==> src/pkg/rpwm_pkg.sv <==
package rpwm_pkg;

    // local and global map geometry
    localparam int LOCAL_AW = 16;
    localparam int GLOBAL_AW = 23;
    localparam int PAGE_W = 8;
    localparam int OFF_W = 12;
    localparam int RAM_AW = PAGE_W + OFF_W;
    localparam int SIZE_W = 11;
    localparam int CNT_W = 16;
    localparam int REG_AW = 8;

    // local window boundaries, upper nibble of the local address
    localparam logic [3:0] NIB_WINDOW = 4'h1;
    localparam logic [3:0] NIB_FIXED_FE = 4'h2;
    localparam logic [3:0] NIB_FIXED_FF = 4'h3;

    // page numbers
    localparam logic [PAGE_W-1:0] PAGE_RESET = 8'hfd;
    localparam logic [PAGE_W-1:0] PAGE_FIXED_FE = 8'hfe;
    localparam logic [PAGE_W-1:0] PAGE_FIXED_FF = 8'hff;
    localparam logic [PAGE_W-1:0] PAGE_REG_SPACE = 8'h00;

    // ram occupies the top of the paged space, ending after page 0xff
    localparam logic [RAM_AW:0] RAM_TOP = 21'h100000;
    localparam logic [SIZE_W-1:0] RAM_SIZE_KB_RESET = 11'h00c;
    localparam int KB_SHIFT = 10;

    // register byte offsets
    localparam logic [REG_AW-1:0] OFS_PAGE = 8'h00;
    localparam logic [REG_AW-1:0] OFS_RAM_SIZE = 8'h04;
    localparam logic [REG_AW-1:0] OFS_COUNTS = 8'h08;
    localparam logic [REG_AW-1:0] OFS_CPU_LAST = 8'h0c;
    localparam logic [REG_AW-1:0] OFS_DBG_LAST = 8'h10;
    localparam logic [REG_AW-1:0] OFS_CLEAR = 8'h14;

    localparam logic [1:0] RESP_OKAY = 2'h0;
    localparam logic [1:0] RESP_SLVERR = 2'h2;

    typedef enum logic [1:0] {
        RPWM_REGION_PASS,
        RPWM_REGION_WINDOW,
        RPWM_REGION_FIXED
    } rpwm_region_t;

    // page reached by a local address for a given selector
    function automatic logic [PAGE_W-1:0] rpwm_page_of(input logic [LOCAL_AW-1:0] la,
                                                       input logic [PAGE_W-1:0] sel);
        case (la[15:12])
            NIB_WINDOW: rpwm_page_of = sel;
            NIB_FIXED_FE: rpwm_page_of = PAGE_FIXED_FE;
            NIB_FIXED_FF: rpwm_page_of = PAGE_FIXED_FF;
            default: rpwm_page_of = PAGE_REG_SPACE;
        endcase
    endfunction

endpackage

==> src/verilog/rpwm_mapper.sv <==
// Summary of operation
// - eight-bit page selector, software readable and writable
// - local 0x1000-0x1fff goes to selected page
// - selector resets to 0xfd, linear ram
// - local 0x2000-0x2fff always page 0xfe
// - local 0x3000-0x3fff always page 0xff
// - page 0x00 window reaches register space
// - unbacked part of page 0xfd is unimplemented
// - cpu and debug paths share the selector
module rpwm_mapper
    import rpwm_pkg::*;
(
    // clock and reset
    input wire logic aclk,
    input wire logic aresetn,
    // axi4-lite write address
    input wire logic awvalid,
    output logic awready,
    input wire logic [rpwm_pkg::REG_AW-1:0] awaddr,
    // axi4-lite write data
    input wire logic wvalid,
    output logic wready,
    input wire logic [31:0] wdata,
    input wire logic [3:0] wstrb,
    // axi4-lite write response
    output logic bvalid,
    input wire logic bready,
    output logic [1:0] bresp,
    // axi4-lite read address
    input wire logic arvalid,
    output logic arready,
    input wire logic [rpwm_pkg::REG_AW-1:0] araddr,
    // axi4-lite read data
    output logic rvalid,
    input wire logic rready,
    output logic [31:0] rdata,
    output logic [1:0] rresp,
    // cpu local access
    input wire logic cpu_req_valid,
    input wire logic [rpwm_pkg::LOCAL_AW-1:0] cpu_local_addr,
    output logic cpu_map_valid,
    output logic [rpwm_pkg::GLOBAL_AW-1:0] cpu_global_addr,
    output logic cpu_in_ram,
    output logic cpu_reg_alias,
    output logic cpu_unimpl,
    // debug local access
    input wire logic dbg_req_valid,
    input wire logic [rpwm_pkg::LOCAL_AW-1:0] dbg_local_addr,
    output logic dbg_map_valid,
    output logic [rpwm_pkg::GLOBAL_AW-1:0] dbg_global_addr,
    output logic dbg_in_ram,
    output logic dbg_reg_alias,
    output logic dbg_unimpl,
    // current selector
    output logic [rpwm_pkg::PAGE_W-1:0] ram_page_select
);
    import rpwm_pkg::*;

    logic [SIZE_W-1:0] implemented_ram_size;
    logic [CNT_W-1:0] unimpl_count;
    logic [CNT_W-1:0] alias_count;
    logic [GLOBAL_AW-1:0] cpu_last;
    logic [GLOBAL_AW-1:0] dbg_last;

    // write channel holding registers
    logic aw_held;
    logic w_held;
    logic [REG_AW-1:0] aw_addr_q;
    logic [31:0] w_data_q;
    logic [3:0] w_strb_q;
    logic do_write;
    logic wr_page;
    logic wr_size;
    logic wr_clear;
    logic wr_known;
    logic [REG_AW-1:0] wr_addr;
    logic [31:0] wr_data;
    logic [3:0] wr_strb;

    // read path
    logic [31:0] next_rdata;
    logic next_rmapped;

    // event counting
    logic [1:0] unimpl_events;
    logic [1:0] alias_events;
    logic clear_unimpl;
    logic clear_alias;

    // both masters may hit in one cycle, hence two event bits
    function automatic logic [CNT_W-1:0] rpwm_count(input logic [CNT_W-1:0] cur,
                                                    input logic clr,
                                                    input logic [1:0] ev);
        logic [CNT_W-1:0] base;
        logic [CNT_W-1:0] inc;
        base = clr ? '0 : cur;
        inc = {{(CNT_W-1){1'b0}}, ev[0]} + {{(CNT_W-1){1'b0}}, ev[1]};
        // saturate instead of wrapping so a busy system never reads as quiet
        if ((base + inc) < base) begin
            rpwm_count = '1;
        end else begin
            rpwm_count = base + inc;
        end
    endfunction

    // offsets that answer okay, for reads and writes alike
    function automatic logic rpwm_known_ofs(input logic [REG_AW-1:0] a);
        case (a)
            OFS_PAGE, OFS_RAM_SIZE, OFS_COUNTS, OFS_CPU_LAST, OFS_DBG_LAST, OFS_CLEAR: begin
                rpwm_known_ofs = 1'b1;
            end
            default: begin
                rpwm_known_ofs = 1'b0;
            end
        endcase
    endfunction

    // write channel: address and data may arrive in either order
    // a held half blocks its own channel until the write completes
    assign awready = !aw_held && !bvalid;
    assign wready = !w_held && !bvalid;

    always_ff @(posedge aclk) begin
        if (!aresetn) begin
            aw_held <= 1'b0;
            aw_addr_q <= '0;
        end else if (do_write) begin
            aw_held <= 1'b0;
        end else if (awvalid && awready) begin
            aw_held <= 1'b1;
            aw_addr_q <= awaddr;
        end
    end

    always_ff @(posedge aclk) begin
        if (!aresetn) begin
            w_held <= 1'b0;
            w_data_q <= '0;
            w_strb_q <= '0;
        end else if (do_write) begin
            w_held <= 1'b0;
        end else if (wvalid && wready) begin
            w_held <= 1'b1;
            w_data_q <= wdata;
            w_strb_q <= wstrb;
        end
    end

    // both halves present, now or from an earlier beat
    assign do_write = !bvalid && (aw_held || awvalid) && (w_held || wvalid);
    assign wr_addr = aw_held ? aw_addr_q : awaddr;
    assign wr_data = w_held ? w_data_q : wdata;
    assign wr_strb = w_held ? w_strb_q : wstrb;

    assign wr_page = do_write && (wr_addr == OFS_PAGE);
    assign wr_size = do_write && (wr_addr == OFS_RAM_SIZE);
    assign wr_clear = do_write && (wr_addr == OFS_CLEAR);
    assign wr_known = rpwm_known_ofs(wr_addr);

    always_ff @(posedge aclk) begin
        if (!aresetn) begin
            bvalid <= 1'b0;
            bresp <= RESP_OKAY;
        end else if (do_write) begin
            // no second write is taken while this answer waits
            bvalid <= 1'b1;
            // read-only registers accept and ignore writes; holes answer slverr
            bresp <= wr_known ? RESP_OKAY : RESP_SLVERR;
        end else if (bready) begin
            bvalid <= 1'b0;
        end
    end

    // registers
    always_ff @(posedge aclk) begin
        if (!aresetn) begin
            ram_page_select <= PAGE_RESET;
        end else if (wr_page && wr_strb[0]) begin
            // a new page reaches requests sampled after this edge
            // writable any time
            ram_page_select <= wr_data[PAGE_W-1:0];
        end
    end

    always_ff @(posedge aclk) begin
        if (!aresetn) begin
            implemented_ram_size <= RAM_SIZE_KB_RESET;
        end else if (wr_size) begin
            // only byte lanes 0 and 1 hold size bits
            if (wr_strb[0]) begin
                implemented_ram_size[7:0] <= wr_data[7:0];
            end
            if (wr_strb[1]) begin
                implemented_ram_size[SIZE_W-1:8] <= wr_data[SIZE_W-1:8];
            end
        end
    end

    // address translation for both masters
    // identical translators, so cpu and debug never disagree on a page
    // one selector, two paths
    rpwm_translate u_cpu_map (
        .aclk(aclk),
        .aresetn(aresetn),
        .page_sel(ram_page_select),
        .ram_size_kb(implemented_ram_size),
        .req_valid(cpu_req_valid),
        .local_addr(cpu_local_addr),
        .map_valid(cpu_map_valid),
        .global_addr(cpu_global_addr),
        .in_ram(cpu_in_ram),
        .reg_alias(cpu_reg_alias),
        .unimpl(cpu_unimpl)
    );

    rpwm_translate u_dbg_map (
        .aclk(aclk),
        .aresetn(aresetn),
        .page_sel(ram_page_select),
        .ram_size_kb(implemented_ram_size),
        .req_valid(dbg_req_valid),
        .local_addr(dbg_local_addr),
        .map_valid(dbg_map_valid),
        .global_addr(dbg_global_addr),
        .in_ram(dbg_in_ram),
        .reg_alias(dbg_reg_alias),
        .unimpl(dbg_unimpl)
    );

    // last translated address of each master, for software inspection
    always_ff @(posedge aclk) begin
        if (!aresetn) begin
            cpu_last <= '0;
        end else if (cpu_map_valid) begin
            cpu_last <= cpu_global_addr;
        end
    end

    always_ff @(posedge aclk) begin
        if (!aresetn) begin
            dbg_last <= '0;
        end else if (dbg_map_valid) begin
            dbg_last <= dbg_global_addr;
        end
    end

    // event counters; a hit in the clear cycle still counts
    // unimplemented and page-zero alias hits counted
    assign unimpl_events = {dbg_map_valid && dbg_unimpl, cpu_map_valid && cpu_unimpl};
    assign alias_events = {dbg_map_valid && dbg_reg_alias, cpu_map_valid && cpu_reg_alias};
    assign clear_unimpl = wr_clear && wr_strb[0] && wr_data[0];
    assign clear_alias = wr_clear && wr_strb[0] && wr_data[1];

    always_ff @(posedge aclk) begin
        if (!aresetn) begin
            unimpl_count <= '0;
        end else begin
            unimpl_count <= rpwm_count(unimpl_count, clear_unimpl, unimpl_events);
        end
    end

    always_ff @(posedge aclk) begin
        if (!aresetn) begin
            alias_count <= '0;
        end else begin
            alias_count <= rpwm_count(alias_count, clear_alias, alias_events);
        end
    end

    // read channel
    // one read in flight; a new address waits for the rready edge
    assign arready = !rvalid;

    always_comb begin
        next_rdata = '0;
        // holes read as zero with an error response
        next_rmapped = rpwm_known_ofs(araddr);
        case (araddr)
            OFS_PAGE: next_rdata = {{(32-PAGE_W){1'b0}}, ram_page_select};
            OFS_RAM_SIZE: next_rdata = {{(32-SIZE_W){1'b0}}, implemented_ram_size};
            OFS_COUNTS: next_rdata = {alias_count, unimpl_count};
            OFS_CPU_LAST: next_rdata = {{(32-GLOBAL_AW){1'b0}}, cpu_last};
            OFS_DBG_LAST: next_rdata = {{(32-GLOBAL_AW){1'b0}}, dbg_last};
            // clear register is write-only and reads as zero
            OFS_CLEAR: next_rdata = '0;
            default: next_rdata = '0;
        endcase
    end

    always_ff @(posedge aclk) begin
        if (!aresetn) begin
            rvalid <= 1'b0;
            rdata <= '0;
            rresp <= RESP_OKAY;
        end else if (arvalid && arready) begin
            // data are frozen here and stand until the rready edge
            rvalid <= 1'b1;
            rdata <= next_rdata;
            rresp <= next_rmapped ? RESP_OKAY : RESP_SLVERR;
        end else if (rready) begin
            rvalid <= 1'b0;
        end
    end

endmodule // rpwm_mapper

==> src/verilog/rpwm_translate.sv <==
module rpwm_translate
    import rpwm_pkg::*;
(
    // clock and reset
    input wire logic aclk,
    input wire logic aresetn,
    // settings
    input wire logic [rpwm_pkg::PAGE_W-1:0] page_sel,
    input wire logic [rpwm_pkg::SIZE_W-1:0] ram_size_kb,
    // local request
    input wire logic req_valid,
    input wire logic [rpwm_pkg::LOCAL_AW-1:0] local_addr,
    // translated result, one cycle later
    output logic map_valid,
    output logic [rpwm_pkg::GLOBAL_AW-1:0] global_addr,
    output logic in_ram,
    output logic reg_alias,
    output logic unimpl
);
    import rpwm_pkg::*;

    logic [PAGE_W-1:0] page;
    logic [RAM_AW-1:0] ram_addr;
    logic [RAM_AW:0] ram_start;
    logic is_window;
    logic is_ram;
    logic unbacked;

    assign is_window = (local_addr[15:12] == NIB_WINDOW);
    assign is_ram = is_window || (local_addr[15:12] == NIB_FIXED_FE) || (local_addr[15:12] == NIB_FIXED_FF);
    assign page = rpwm_page_of(local_addr, page_sel);
    assign ram_addr = {page, local_addr[OFF_W-1:0]};
    assign ram_start = RAM_TOP - ({{(RAM_AW+1-SIZE_W){1'b0}}, ram_size_kb} << KB_SHIFT);
    // 12 kb and up back all of page 0xfd; sizes above 1024 kb would wrap the start
    assign unbacked = (page == PAGE_RESET) && (ram_size_kb < RAM_SIZE_KB_RESET) && ({1'b0, ram_addr} < ram_start);

    always_ff @(posedge aclk) begin
        if (!aresetn) begin
            map_valid <= 1'b0;
        end else begin
            map_valid <= req_valid;
        end
    end

    always_ff @(posedge aclk) begin
        if (!aresetn) begin
            global_addr <= '0;
            in_ram <= 1'b0;
            reg_alias <= 1'b0;
            unimpl <= 1'b0;
        end else if (req_valid) begin
            // outside the ram region the local address passes straight through
            global_addr <= is_ram ? {{(GLOBAL_AW-RAM_AW){1'b0}}, ram_addr}
                                  : {{(GLOBAL_AW-LOCAL_AW){1'b0}}, local_addr};
            unimpl <= is_ram && unbacked;
            in_ram <= is_ram && !unbacked && !(is_window && page == PAGE_REG_SPACE);
            reg_alias <= is_window && (page == PAGE_REG_SPACE);
        end
    end

endmodule // rpwm_translate

==> config.mk <==
export PLATFORM = sky130hd
export DESIGN_NAME = rpwm_mapper
export DESIGN_NICKNAME = d
export VERILOG_FILES = /design/src/pkg/rpwm_pkg.sv /design/src/verilog/rpwm_mapper.sv /design/src/verilog/rpwm_translate.sv
export SDC_FILE = /design/constraint.sdc
export NUM_CORES = 1
export LEC_CHECK = 0
export BUFFER_PORTS_ARGS = -buffer_cell sky130_fd_sc_hd__buf_2
export CELL_PAD_IN_SITES_DETAIL_PLACEMENT = 0
export CELL_PAD_IN_SITES_GLOBAL_PLACEMENT = 2
export CORE_MARGIN = 10
export CORE_UTILIZATION = 30
export CTS_BUF_LIST = sky130_fd_sc_hd__clkbuf_4 sky130_fd_sc_hd__clkbuf_8
export CTS_CLUSTER_SIZE = 24
export DETAILED_ROUTE_END_ITERATION = 10
export PLACE_DENSITY = 0.79
export SYNTH_ARGS = -nofsm -noshare
export SYNTH_HDL_FRONTEND = slang
export SYNTH_SLANG_ARGS = --single-unit
==> constraint.sdc <==
create_clock -name aclk -period 4.9 [get_ports aclk]
set_clock_uncertainty 0.15 [all_clocks]
set_input_delay 0.245 -clock aclk [delete_from_list [all_inputs] [get_ports aclk]]
set_output_delay 0.245 -clock aclk [all_outputs]
set_load 0.01 [all_outputs]
* Word-level counts from Yosys, hierarchy flattened
Index checks and enable logic that the tools add are counted.
Operators by class: muxes and demuxes 20, equality and inequality tests 18, magnitude comparators 5, reductions and logical operators 57, $add $sub $neg 5, bitwise gates (word level) 2
Operators by type and width (number):
- 32-bit case mux with 5 select lines | 1
- 16-bit two-way mux | 4
- 8-bit case mux with 3 select lines | 2
- 20-bit by 21-bit < comparator with 1-bit output | 2
- 20-bit two-way mux | 2
- 16-bit by 2-bit adder with 16-bit output | 2
- 8-bit by 4-bit == test with 1-bit output (second input constant) | 4
- 8-bit by 5-bit == test with 1-bit output (second input constant) | 4
- 8-bit zero test | 4
- 16-bit < comparator | 2
- 1-bit logical AND | 30
- 21-bit subtractor (first input constant) | 1
- 4-bit by 2-bit == test with 1-bit output (second input constant) | 4
- 8-bit by 3-bit == test with 1-bit output (second input constant) | 2
- 8-bit == test (second input constant) | 2
- 6-bit OR reduction | 2
- 11-bit by 4-bit < comparator with 1-bit output (second input constant) | 1
- 11-bit two-way mux | 1
- 4-bit by 1-bit == test with 1-bit output (second input constant) | 2
- 1-bit zero test | 8
- 8-bit two-way mux | 1
- 2-bit AND reduction | 4
- 1-bit logical OR | 6
- 1-bit two-way mux | 6
- other kinds (5) | 10
Storage, ports and cells: input bits 93, bits in registers 212, word-level logic and storage cells 134

* Logic depth before layout (Yosys ltp)
Gate-level depths: netlist (run 1).
depth after elaboration 10, mapped depth 25, gate-level depth less buffers 20

* By module
A second synthesis (run 1) with hierarchy kept.
Second synthesis, totals: cells, all modules 1239, area, all modules 10872.9 um^2
Modules (own cells, without submodules):
- rpwm_mapper | seq. area each 3123.0 um^2, area each 7902.6 um^2, cells each 901, times used 1
- rpwm_translate | seq. area each 480.5 um^2, area each 1485.2 um^2, cells each 169, times used 2

* Worst setup path before layout (run 1)
OpenSTA, ideal clock, no wires.
kind flip-flop to flip-flop, start reg w_held, end reg alias_count[10], path slack -272 ps, period minus slack after synthesis 5172 ps, arrival 4898 ps, cell stages (with the launch flop) 23, data required time 4626 ps, cells stage by stage dfxtp_1 -> buf_4 -> o22ai_1 -> nor4_4 -> o211ai_4 -> buf_2 -> buf_2 -> clkbuf_1 -> and2_1 -> fa_1 -> ha_1 -> and4_1 -> and3_1 -> ha_1 -> xnor2_1 -> a2111oi_0 -> a31oi_1 -> mux2_2 -> o31ai_1 -> o21ai_0 -> a41oi_2 -> clkbuf_2 -> o21ai_2
Between the ends: longest elaborated chain between the ends 9, elaborated cells on any way between the ends 11, classes of those cells add/sub (1); order compare (1); mux (4); reduce/logical (5)
RTL lines:
- from (decl) | RTL line rpwm_mapper.sv:67 | logic w_held;
- from (signal assigned) | RTL line rpwm_mapper.sv:137 | w_held <= 1'b0;
- from (signal assigned) | RTL line rpwm_mapper.sv:141 | w_held <= 1'b0;
- from (signal assigned) | RTL line rpwm_mapper.sv:143 | w_held <= 1'b1;
- 1-bit logical OR | RTL line rpwm_mapper.sv:150 | assign do_write = !bvalid && (aw_held || awvalid) && (w_held || wvalid);
- 1-bit logical AND | RTL line rpwm_mapper.sv:150
- 1-bit logical AND | RTL line rpwm_mapper.sv:157 | assign wr_clear = do_write && (wr_addr == OFS_CLEAR);
- 1-bit logical AND | RTL line rpwm_mapper.sv:252 | assign clear_alias = wr_clear && wr_strb[0] && wr_data[1];
- 1-bit logical AND * | RTL line rpwm_mapper.sv:252
- 16-bit two-way mux * | RTL line rpwm_mapper.sv:96 | base = clr ? '0 : cur;
- 16-bit by 2-bit adder with 16-bit output | RTL line rpwm_mapper.sv:99, rpwm_mapper.sv:102
- 16-bit < comparator | RTL line rpwm_mapper.sv:99 | if ((base + inc) < base) begin
- 16-bit two-way mux * | RTL line rpwm_mapper.sv:99
- to (signal assigned) | RTL line rpwm_mapper.sv:266 | alias_count <= rpwm_count(alias_count, clear_alias, alias_events);
- to (decl) | RTL line rpwm_mapper.sv:61 | logic [CNT_W-1:0] alias_count;
Every way passes the cells marked *; elsewhere a longest branch is shown, timed or not. A chain may end at the register's enable or synchronous reset.

* Final worst setup path (run 1)
start reg w_held, end reg alias_count[15]
Same word-level chain as after synthesis.

==> results of run 1 <==
-- per-stage QoR --
step | hold WS (ns) | cell area [sq um] | setup slack [ns] | std cells
after floorplan | 0.194 | 10300 | 0.0230 | 1180
after global placement | 0.284 | 11500 | 0.177 | 1729
after detailed placement | 0.288 | 11500 | 0.176 | 1729
after CTS | 0.0849 | 12500 | 0.140 | 1819
after global routing | 0.112 | 12500 | -0.00677 | 1822
final | 0.119 | 12500 | 0.294 | 1822
-- state kept, by name (all words and copies together) (netlist names), 2 cells and up --
register / cells
dbg_last: 20
implemented_ram_size: 11
w_strb_q: 2
u_cpu_map.global_addr: 20
ram_page_select: 8
u_dbg_map.global_addr: 20
rdata: 32
aw_addr_q: 8
alias_count: 16
w_data_q: 11
cpu_last: 20
unimpl_count: 16
-- worst max path at each step --
stage | slack, ns | endpoint
after detailed placement | 0.18 | unimpl_count[2]
after floorplan | 0.02 | unimpl_count[11]
after CTS | 0.14 | unimpl_count[6]
after global placement | 0.18 | unimpl_count[6]
after global routing | -0.007 | unimpl_count[6]
final | 0.29 | alias_count[15]
-- per-layer routing --
metal / vias to the layer above / part of all wire (%) / GRT usage, %
li1: 4558 / - / -
met1: 4291 / 49 / 22.0
met2: 237 / 43 / 23.6
met3: 35 / 6.5 / 4.25
met4: 0 / 2.2 / 5.77
met5: - / 0 / 0
-- layout make-up --
class | instances | area, sq um
Clock buffer | 18 | 248
Tap cell | 448 | 561
Inverter | 25 | 96.3
Clock inverter | 14 | 180
Fill cell | 3504 | 21100
Timing Repair Buffer | 251 | 1640
Sequential cell | 198 | 3970
Multi-Input combinational cell | 868 | 5840
-- placed cells by master, fill, tap and decap left out, types with 7 or more instances in the layout --
master | Yosys | routed
nand4_1 | 7 | 7
buf_2 | 6 | 164
nand2b_1 | 12 | 12
nand2_1 | 76 | 76
a21oi_1 | 56 | 56
mux2_2 | 25 | 25
a21o_1 | 9 | 9
nor2_1 | 190 | 189
clkbuf_8 | 0 | 18
o21ai_0 | 62 | 61
a221oi_1 | 7 | 7
a22oi_1 | 36 | 36
buf_4 | 12 | 26
inv_1 | 25 | 24
ha_1 | 35 | 33
and3_1 | 13 | 12
nand3_1 | 9 | 9
a211oi_1 | 10 | 10
dlygate4sd3_1 | 0 | 58
nor2b_1 | 8 | 8
xnor2_1 | 13 | 13
conb_1 | 1 | 8
and4_1 | 8 | 8
nor3_1 | 20 | 20
mux2i_1 | 120 | 120
xor2_1 | 10 | 10
nor4_1 | 8 | 7
dfxtp_1 | 198 | 196
a31oi_1 | 13 | 13
and2_1 | 16 | 16
o21ai_2 | 10 | 10
o31ai_1 | 10 | 10
-- power by group --
part	total (mW)	leakage [nW]	internal, mW	switching (mW)
Clock	1.15	0.213	0.451	0.699
Sequential	1.86	1.62	1.71	0.148
Combinational	0.781	3.78	0.357	0.424
-- cells by family (layout without fill, tap and decap cells) --
kind of cell	Yosys count	count (layout)	synth area share (%)
AOI/OAI and AO/OA	256	256	16.6
buffers and inverters	114	308	4.93
other	1	8	0.0367
adders and majority gates	37	37	4.67
muxes	145	145	14.5
and+or+nand+nor	399	399	18.6
xor gates and xnor gates	23	23	1.97
DFF	198	198	38.8
-- cell usage after synthesis (5+ instances only) --
| cell type | n |
|---|---|
| nor2_1 | 190 |
| mux2i_1 | 120 |
| and3_1 | 13 |
| nand2_1 | 76 |
| a21oi_1 | 56 |
| a31oi_1 | 13 |
| buf_1 | 6 |
| xor2_1 | 10 |
| xnor2_1 | 13 |
| ha_1 | 35 |
| and4_1 | 8 |
| a221oi_1 | 7 |
| buf_2 | 6 |
| nand4_1 | 7 |
| a211oi_1 | 10 |
| buf_4 | 12 |
| mux2_2 | 25 |
| nor3b_1 | 5 |
| and2_1 | 16 |
| nor4_1 | 8 |
| o31ai_1 | 10 |
| dfxtp_1 | 198 |
| nand3_1 | 9 |
| inv_1 | 25 |
| a222oi_1 | 5 |
| nor2b_1 | 8 |
| o21ai_0 | 62 |
| a21o_1 | 9 |
| nor3_1 | 20 |
| o21ai_2 | 10 |
| nand2b_1 | 12 |
| a22oi_1 | 36 |
| clkbuf_1 | 61 |
-- tightest hold or removal path, delay by kind of cell --
family,cells,cell delay (ns)
AND/OR/NAND/NOR,1,0.13
AO/OA/AOI/OAI,1,0.08
buffers and inverters,2,0.30
-- what timing repair did --
item / in CTS / in global routing
resized for setup: 0 / 14
setup endpoints to repair: 0 / 32
hold endpoints to repair: 72 / 0
buffers inserted: 0 / 2
hold buffers: 58 / 0
==> results.toml, run 1 <==
[run_status]
outcome = "completed"

[placement]
dp_hpwl_um = 25300
gp_congestion = 0.861
io_buffers = 164

[synth]
yosysSeqAreaShare_pct = 38.8
syn_inst = 1173
synth_flop_cell = "dfxtp_1"
synth_warnings = 0
synth_top_area_share_pct = 38.8
async_flop_share_pct = 0
yosys.cell_types.count = 74
syn_area_per_cell_sq_um = 8.72
yosys-top-cells-area = "dfxtp_1 (39%), mux2i_1 (12%), nor2_1 (7.0%), ha_1 (4.3%), o21ai_0 (3.0%)"
synth_edf_count = 0
ys_seq_elements = 198
netlist.top_cell.by_area = "dfxtp_1"
synth.cell_area_sq_mm = 0.0102

[sta]
tns_ns = 0
relSlewSlack_pct = 35.9
worst_slew_pin_slew_ns = 0.961
maxSlewViolCount = 0
hold_viol_final = 0
period_minus_slack_ns = 4.61
setup_viol = 0
period_share_pct = 94.0
max_freq_ghz = 0.217
rsz0062_at_grt = "yes"

[worst_setup_path]
worstReg2RegEnd = "alias_count[15]"
path_delay_family = "simple AND/OR/NAND/NOR gates"
crit_type = "reg -> reg"
slowest_stage = "or4_1"
start_kind = "register"
r2r_cells = 21
rr_startpoint = "w_held"
required_ns = 5.19
r2r_slack_ns = 0.29
worstPathArrival_ns = 4.90
path_depth = 21
end_kind = "register"
max_stage_delay_ns = 0.58
cp.buffers_inverters = 4
cp-startpoint = "w_held"
cp_cell_sequence = "buf_4, o22ai_1, nor4_4, buf_4, o211ai_4, and2_1, fa_2, ha_1, and4_1, nand2_1, nor3_1, and4_1, and4_1, ha_4, inv_1, nand2_1, a21oi_1, o21a_1, or4_1, buf_4, o21ai_2"
crit_path_max_fanout = 7

[final_layout]
area_growth_pct = 22.5
diodes = 0
final_util_pct = 37.3
drive_gt1_share_pct = 20.6
finalNetCount = 1491

[detailed_routing]
via_per_inst = 5.01
ant_nets = 0
drc = 0
drt_first_pass_iters = 5
num_vias = 9121
drt_iter0_markers = 597
wirelength_um = 34100
wl_per_cell_um = 18.7

[global_routing]
overflow = 0
grtUsageTotal_pct = 16.0
grt_pass1_vias = 8821
grt_pass1_wl_um = 52400
antenna_found_initial = 0
grt_max_degree = 73

[floorplan]
initial_utilization_pct = 30.4
rows = 67
die_w_um = 205
dieArea_sq_mm = 0.0419
die_height_um = 205
fp.coreArea_sq_mm = 0.0336
io_pins = 196

[worst_hold_path]
hp-class = "in -> reg"
min_to = "rdata[6]"
hold_start = "arvalid"
hold_depth = 4

[pwr]
leakage_nw = 5.61
peakVddDrop_v = 0.000180
finalPower_mw = 3.79
power.density_mw_per_mm2 = 303

[clock_tree]
cts_tree = "yes"
cts_buffers = 17
clockBufferDepth = 2
clk_pin_slew_ns = 0.13
cts_root_buf = "clkbuf_8"
clock_sinks = 198
cts-htree-levels = 4
clk_latency_ns = 0.52

[flow_run]
max_cap_viol_count = 0
Note: power is estimated with default switching activity, not from simulation.
==> run 2: changes to the inputs <==
Settings changed: PLACE_DENSITY 0.79 to 0.75, SYNTH_HIERARCHICAL set to 1.
Clock period 4.9 ns to 5.8 ns, I/O delays scaled along.
==> results.toml, run 2 <==
[floorplan]
dieArea_sq_mm = 0.0443
fp.coreArea_sq_mm = 0.0357
io_pins = 196
die_height_um = 210
initial_utilization_pct = 30.5
die_w_um = 210
rows = 69

[sta]
setup_viol = 0
max_freq_ghz = 0.189
period_share_pct = 91.2
tns_ns = 0
hold_viol_final = 0
relSlewSlack_pct = 27.3
setup_ws_ns = 0.511
worst_slew_pin_slew_ns = 1.09
maxSlewViolCount = 0
rsz0062_at_grt = "no"
period_minus_slack_ns = 5.29

[clock_tree]
cts_setup_buffers = 0
clock_sinks = 204
cts_root_buf = "clkbuf_8"
cts-htree-levels = 2
clk_latency_ns = 0.56
cts-resized-gates = 0
clk_pin_slew_ns = 0.06
clockBufferDepth = 3
cts_buffers = 40
cts_tree = "yes"
hold_buffers = 60

[detailed_routing]
via_per_inst = 5.12
ant_nets = 0
drt_iter0_markers = 595
num_vias = 9866
drt_first_pass_iters = 7
wl_per_cell_um = 19.4
wirelength_um = 37400
drc = 0

[synth]
synth_top_area_share_pct = 37.6
syn_inst = 1239
netlist.top_cell.by_area = "dfxtp_1"
synth_flop_cell = "dfxtp_1"
yosys-top-cells-area = "dfxtp_1 (38%), mux2i_1 (11%), nor2_1 (5.5%), ha_1 (3.9%), nand2_1 (3.2%)"
synth_most_common_cell = "dfxtp_1"
yosysSeqAreaShare_pct = 37.6
synth_edf_count = 0
syn_area_per_cell_sq_um = 8.78
ys_seq_elements = 204
yosys.cell_types.count = 80
synth_warnings = 6
synth.cell_area_sq_mm = 0.0109
async_flop_share_pct = 0
synth_common_cells = "dfxtp_1 (204), nor2_1 (158), mux2i_1 (123)"

[pwr]
leakage_nw = 5.88
peakVddDrop_v = 0.000159
power.density_mw_per_mm2 = 270

[placement]
gp_congestion = 0.835
io_buffers = 164
place_ws_ns = 0.471
dp_hpwl_um = 26900

[final_layout]
area_growth_pct = 23.6
layout_common_cells = "dfxtp_1 (203), buf_2 (164), nor2_1 (158)"
top_regs = "rdata: 32 flops, cpu_last: 23 flops, dbg_last: 23 flops"
drive_gt1_share_pct = 20.7
finalNetCount = 1565
final_common_cell = "dfxtp_1"
largest_register_ffs = 32
top_register = "rdata"
final_util_pct = 37.7

[worst_setup_path]
r2r_slack_ns = 0.59
crit_type = "in -> reg"
rr_startpoint = "aw_held"
max_stage_delay_ns = 0.53
worstPathArrival_ns = 5.56
crit_path_max_fanout = 16
required_ns = 6.07
cp_cell_sequence = "dlygate4sd3_1, buf_2, or4_1, a211o_1, or3_1, and2_1, fa_1, ha_1, nand4_1, nor2_1, and4_1, ha_1, nand2b_1, a2111o_1, o21ai_0, a32oi_4, o2111ai_4, o21ai_0"
slowest_stage = "dlygate4sd3_1"
start_kind = "input port"
r2r_cells = 16
worstReg2RegEnd = "alias_count[0]"
end_kind = "register"

[global_routing]
grt_pass1_vias = 9875
antenna_found_initial = 1
overflow = 0
grtUsageTotal_pct = 16.5
grt_max_degree = 53
grt_pass1_wl_um = 58600

[worst_hold_path]
hold_start = "araddr[0]"
hp-class = "in -> reg"
min_to = "rresp[1]"
hold_depth = 4

[flow_run]
max_cap_viol_count = 0

[run_status]
outcome = "completed"
run 2: cell count changes in the layout (fill, tap and decap cells not counted), moves of 12 or more:
cell      previous run  this run
clkbuf_4             0        17
a22oi_1             36         8
o21ai_0             61        26
xnor2_1             13        25
nor2_1             189       158
nand2_1             76        92
o22ai_1              4        16
nor2b_1              8        39
clkbuf_8            18        45
nand3_1              9        52
run 2: worst max-delay path by stage:
stage	slack [ns]	cells after the start	from	end
after global placement	0.52	17	awaddr[7]	alias_count[15]
after global routing	0.26	18	awaddr[7]	alias_count[6]
after floorplan	0.53	21	awaddr[7]	alias_count[13]
after CTS	0.52	18	awaddr[7]	alias_count[0]
after detailed placement	0.47	17	awaddr[7]	alias_count[0]
final	0.51	18	awaddr[7]	alias_count[0]
run 2: per-layer routing:
| metal | part of all wire (%) | vias to the layer above | GRT usage (%) | routed length (um) |
|---|---|---|---|---|
| li1 | - | 4882 | - | - |
| met1 | 45 | 4694 | 21.2 | 17000 |
| met2 | 47 | 242 | 27.3 | 17500 |
| met3 | 6.0 | 46 | 3.83 | 2250 |
| met4 | 1.7 | 2 | 4.30 | 646 |
| met5 | 0.021 | - | 0 | 8 |
run 2: cells by family (layout without fill, tap and decap cells):
family / Yosys count / in the layout / share of synthesized area [%]
compound gates: 236 / 236 / 15.6
xor+xnor: 35 / 35 / 2.82
fa+ha+maj: 38 / 38 / 4.49
buf+inv: 122 / 344 / 5.05
flops: 204 / 204 / 37.6
mux: 137 / 137 / 12.8
other cells: 3 / 9 / 0.104
simple gates: 464 / 464 / 21.6
run 2: final cells by class:
| cell class | instances | area, sq um |
|---|---|---|
| Clock inverter | 10 | 67.6 |
| Sequential cell | 204 | 4090 |
| Multi-Input combinational cell | 918 | 6270 |
| Tap cell | 461 | 577 |
| Fill cell | 3728 | 22200 |
| Timing Repair Buffer | 246 | 1590 |
| Antenna cell | 1 | 2.50 |
| Inverter | 26 | 98.8 |
| Clock buffer | 62 | 747 |
run 2: critical path, delay by kind of cell:
kind	cells	cell delay (ns)
fa+ha+maj	3	1.15
simple gates	7	1.72
buf+inv	2	0.66
compound gates	6	1.73
run 2: stage by stage:
stage               std cells  power (mW)  hold slack (ns)  instance area, sq um
finish                   1928        3.63           0.0347                 13400
global route             1927        3.83           0.0578                 13400
CTS                      1927        3.68          0.00526                 13400
detailed placement       1795        2.13            0.297                 12000
global placement         1795        2.13            0.290                 12000
floorplan                1244        1.96            0.239                 10900
run 2: report_power, final:
part	switching (mW)	internal, mW
clock network	0.660	0.827
registers	0.102	1.48
logic	0.311	0.246
total	1.07	2.55
==> run 3: changes to the inputs <==
Settings changed: CORE_MARGIN 10 to 8, CORE_UTILIZATION 30 to 38, PLACE_DENSITY 0.75 to 0.92.
==> results.toml, run 3 (synthesized netlist as in run 2, its figures left out) <==
[final_layout]
finalNetCount = 1563
n_fill_cell = 2799
largest_register_ffs = 32
area_growth_pct = 22.4
final_util_pct = 46.7
layout_common_cells = "dfxtp_1 (203), buf_2 (164), nor2_1 (158)"
final_common_cell = "dfxtp_1"
top_register = "rdata"
drive_gt1_share_pct = 20.3
final_cells = 1841
top_regs = "rdata: 32 flops, cpu_last: 23 flops, dbg_last: 23 flops"

[sta]
relSlewSlack_pct = 35.1
period_share_pct = 93.8
maxSlewViolCount = 0
rsz0062_at_grt = "no"
setup_viol = 0
worst_slew_pin_slew_ns = 0.974
hold_viol_final = 0
fin_hold_ws_ns = 0.0494
period_minus_slack_ns = 5.44
tns_ns = 0
max_freq_ghz = 0.184

[worst_setup_path]
start_kind = "input port"
crit_top_cell = "ha_1"
rr_startpoint = "aw_held"
worstPathArrival_ns = 5.67
required_ns = 6.03
slowest_stage = "dlygate4sd3_1"
cp_cell_sequence = "dlygate4sd3_1, buf_2, or4_1, a211o_1, or3_1, and2_1, fa_1, ha_1, nand4_1, nor2_1, and4_1, ha_1, nand2b_1, a2111o_1, o21ai_0, a32oi_4, o2111ai_4, o22ai_1"
max_stage_delay_ns = 0.54
end_kind = "register"
r2r_cells = 16
crit_type = "in -> reg"
worstReg2RegEnd = "alias_count[12]"
r2r_slack_ns = 0.49
crit_path_max_fanout = 16

[floorplan]
initial_utilization_pct = 38.2
die_height_um = 185
io_pins = 196
rows = 62
fp.coreArea_sq_mm = 0.0285
die_w_um = 185
dieArea_sq_mm = 0.0343

[placement]
io_buffers = 164
gp_congestion = 0.870
dp.cells = 1718
dp_hpwl_um = 24400

[pwr]
leakage_nw = 5.87
peakVddDrop_v = 0.000182
power.density_mw_per_mm2 = 270
finalPower_mw = 3.59

[clock_tree]
clockBufferDepth = 3
cts-htree-levels = 2
cts_tree = "yes"
clk_latency_ns = 0.55
cts_root_buf = "clkbuf_8"
cts-resized-gates = 0
clk_pin_slew_ns = 0.06
clock_sinks = 204
cts_buffers = 39

[global_routing]
overflow = 0
antenna_found_initial = 1
grtUsageTotal_pct = 19.7
grt_pass1_vias = 9793
grt_max_degree = 78
grt_pass1_wl_um = 54000

[run_status]
outcome = "completed"

[worst_hold_path]
hp-class = "in -> reg"
min_to = "u_cpu_map/global_addr[13]"
hold_start = "cpu_local_addr[13]"
hold_depth = 3

[flow_run]
max_cap_viol_count = 0

[detailed_routing]
ant_nets = 0
wl_per_cell_um = 18.9
via_per_inst = 5.42
drt_iter0_markers = 632
wirelength_um = 34700
drt_first_pass_iters = 6
num_vias = 9975
drc = 0
[run 3: changes by cell type in the layout (fill, tap and decap cells not counted), moves of 2 or more]
cell        delta
clkbuf_4       -5
clkinv_2       -3
clkinvlp_4     -3
clkinv_8       +2
[run 3: per-stage QoR]
stage / area, sq um / setup WS [ns]
after CTS: 13300 / 0.393
after global placement: 11900 / 0.517
final: 13300 / 0.362
after detailed placement: 11900 / 0.383
after floorplan: 10900 / 0.533
after global routing: 13300 / 0.127
[run 3: metal layers]
metal	routed length [um]	track usage (%)	up-vias
li1	-	-	4855
met1	15100	24.9	4769
met2	16600	33.4	296
met3	2150	3.65	55
met4	863	6.27	0
met5	0	0	-
[run 3: worst max-delay path by stage]
stage / start / end / slack, ns / cells past startpoint
after floorplan: awaddr[7] / alias_count[13] / 0.53 / 21
after global placement: awaddr[7] / alias_count[0] / 0.52 / 17
after detailed placement: awaddr[7] / alias_count[12] / 0.38 / 17
after CTS: awaddr[7] / alias_count[12] / 0.39 / 18
after global routing: awaddr[7] / alias_count[10] / 0.13 / 18
final: awaddr[7] / alias_count[12] / 0.36 / 18
[run 3: layout make-up]
| cell class | instances | area [sq um] | share of cell area [%] |
|---|---|---|---|
| tap | 384 | 480 | 3.61 |
| clock inverter | 6 | 83.8 | 0.630 |
| multi-input combinational | 918 | 6270 | 47.1 |
| clock buffer | 57 | 709 | 5.33 |
| inverter | 26 | 98.8 | 0.743 |
| antenna | 1 | 2.50 | 0.0188 |
| timing repair buffer | 245 | 1580 | 11.8 |
| sequential | 204 | 4090 | 30.7 |
[run 3: worst max-delay path: cells and delay by family]
kind	cells	cell delay, ns
AOI/OAI and AO/OA	6	1.77
buffers and inverters	2	0.67
adders and majority gates	3	1.16
and+or+nand+nor	7	1.77
[run 3: repair_timing]
action | in CTS | in global routing
setup buffers | 0 | 0
hold endpoints to repair | 72 | 0
hold buffers | 59 | 0
[run 3: power breakdown]
part | internal [mW] | leakage, nW | switching, mW
Clock | 0.831 | 0.421 | 0.626
Sequential | 1.48 | 1.67 | 0.101
Combinational | 0.245 | 3.78 | 0.308
Total | 2.56 | 5.87 | 1.04
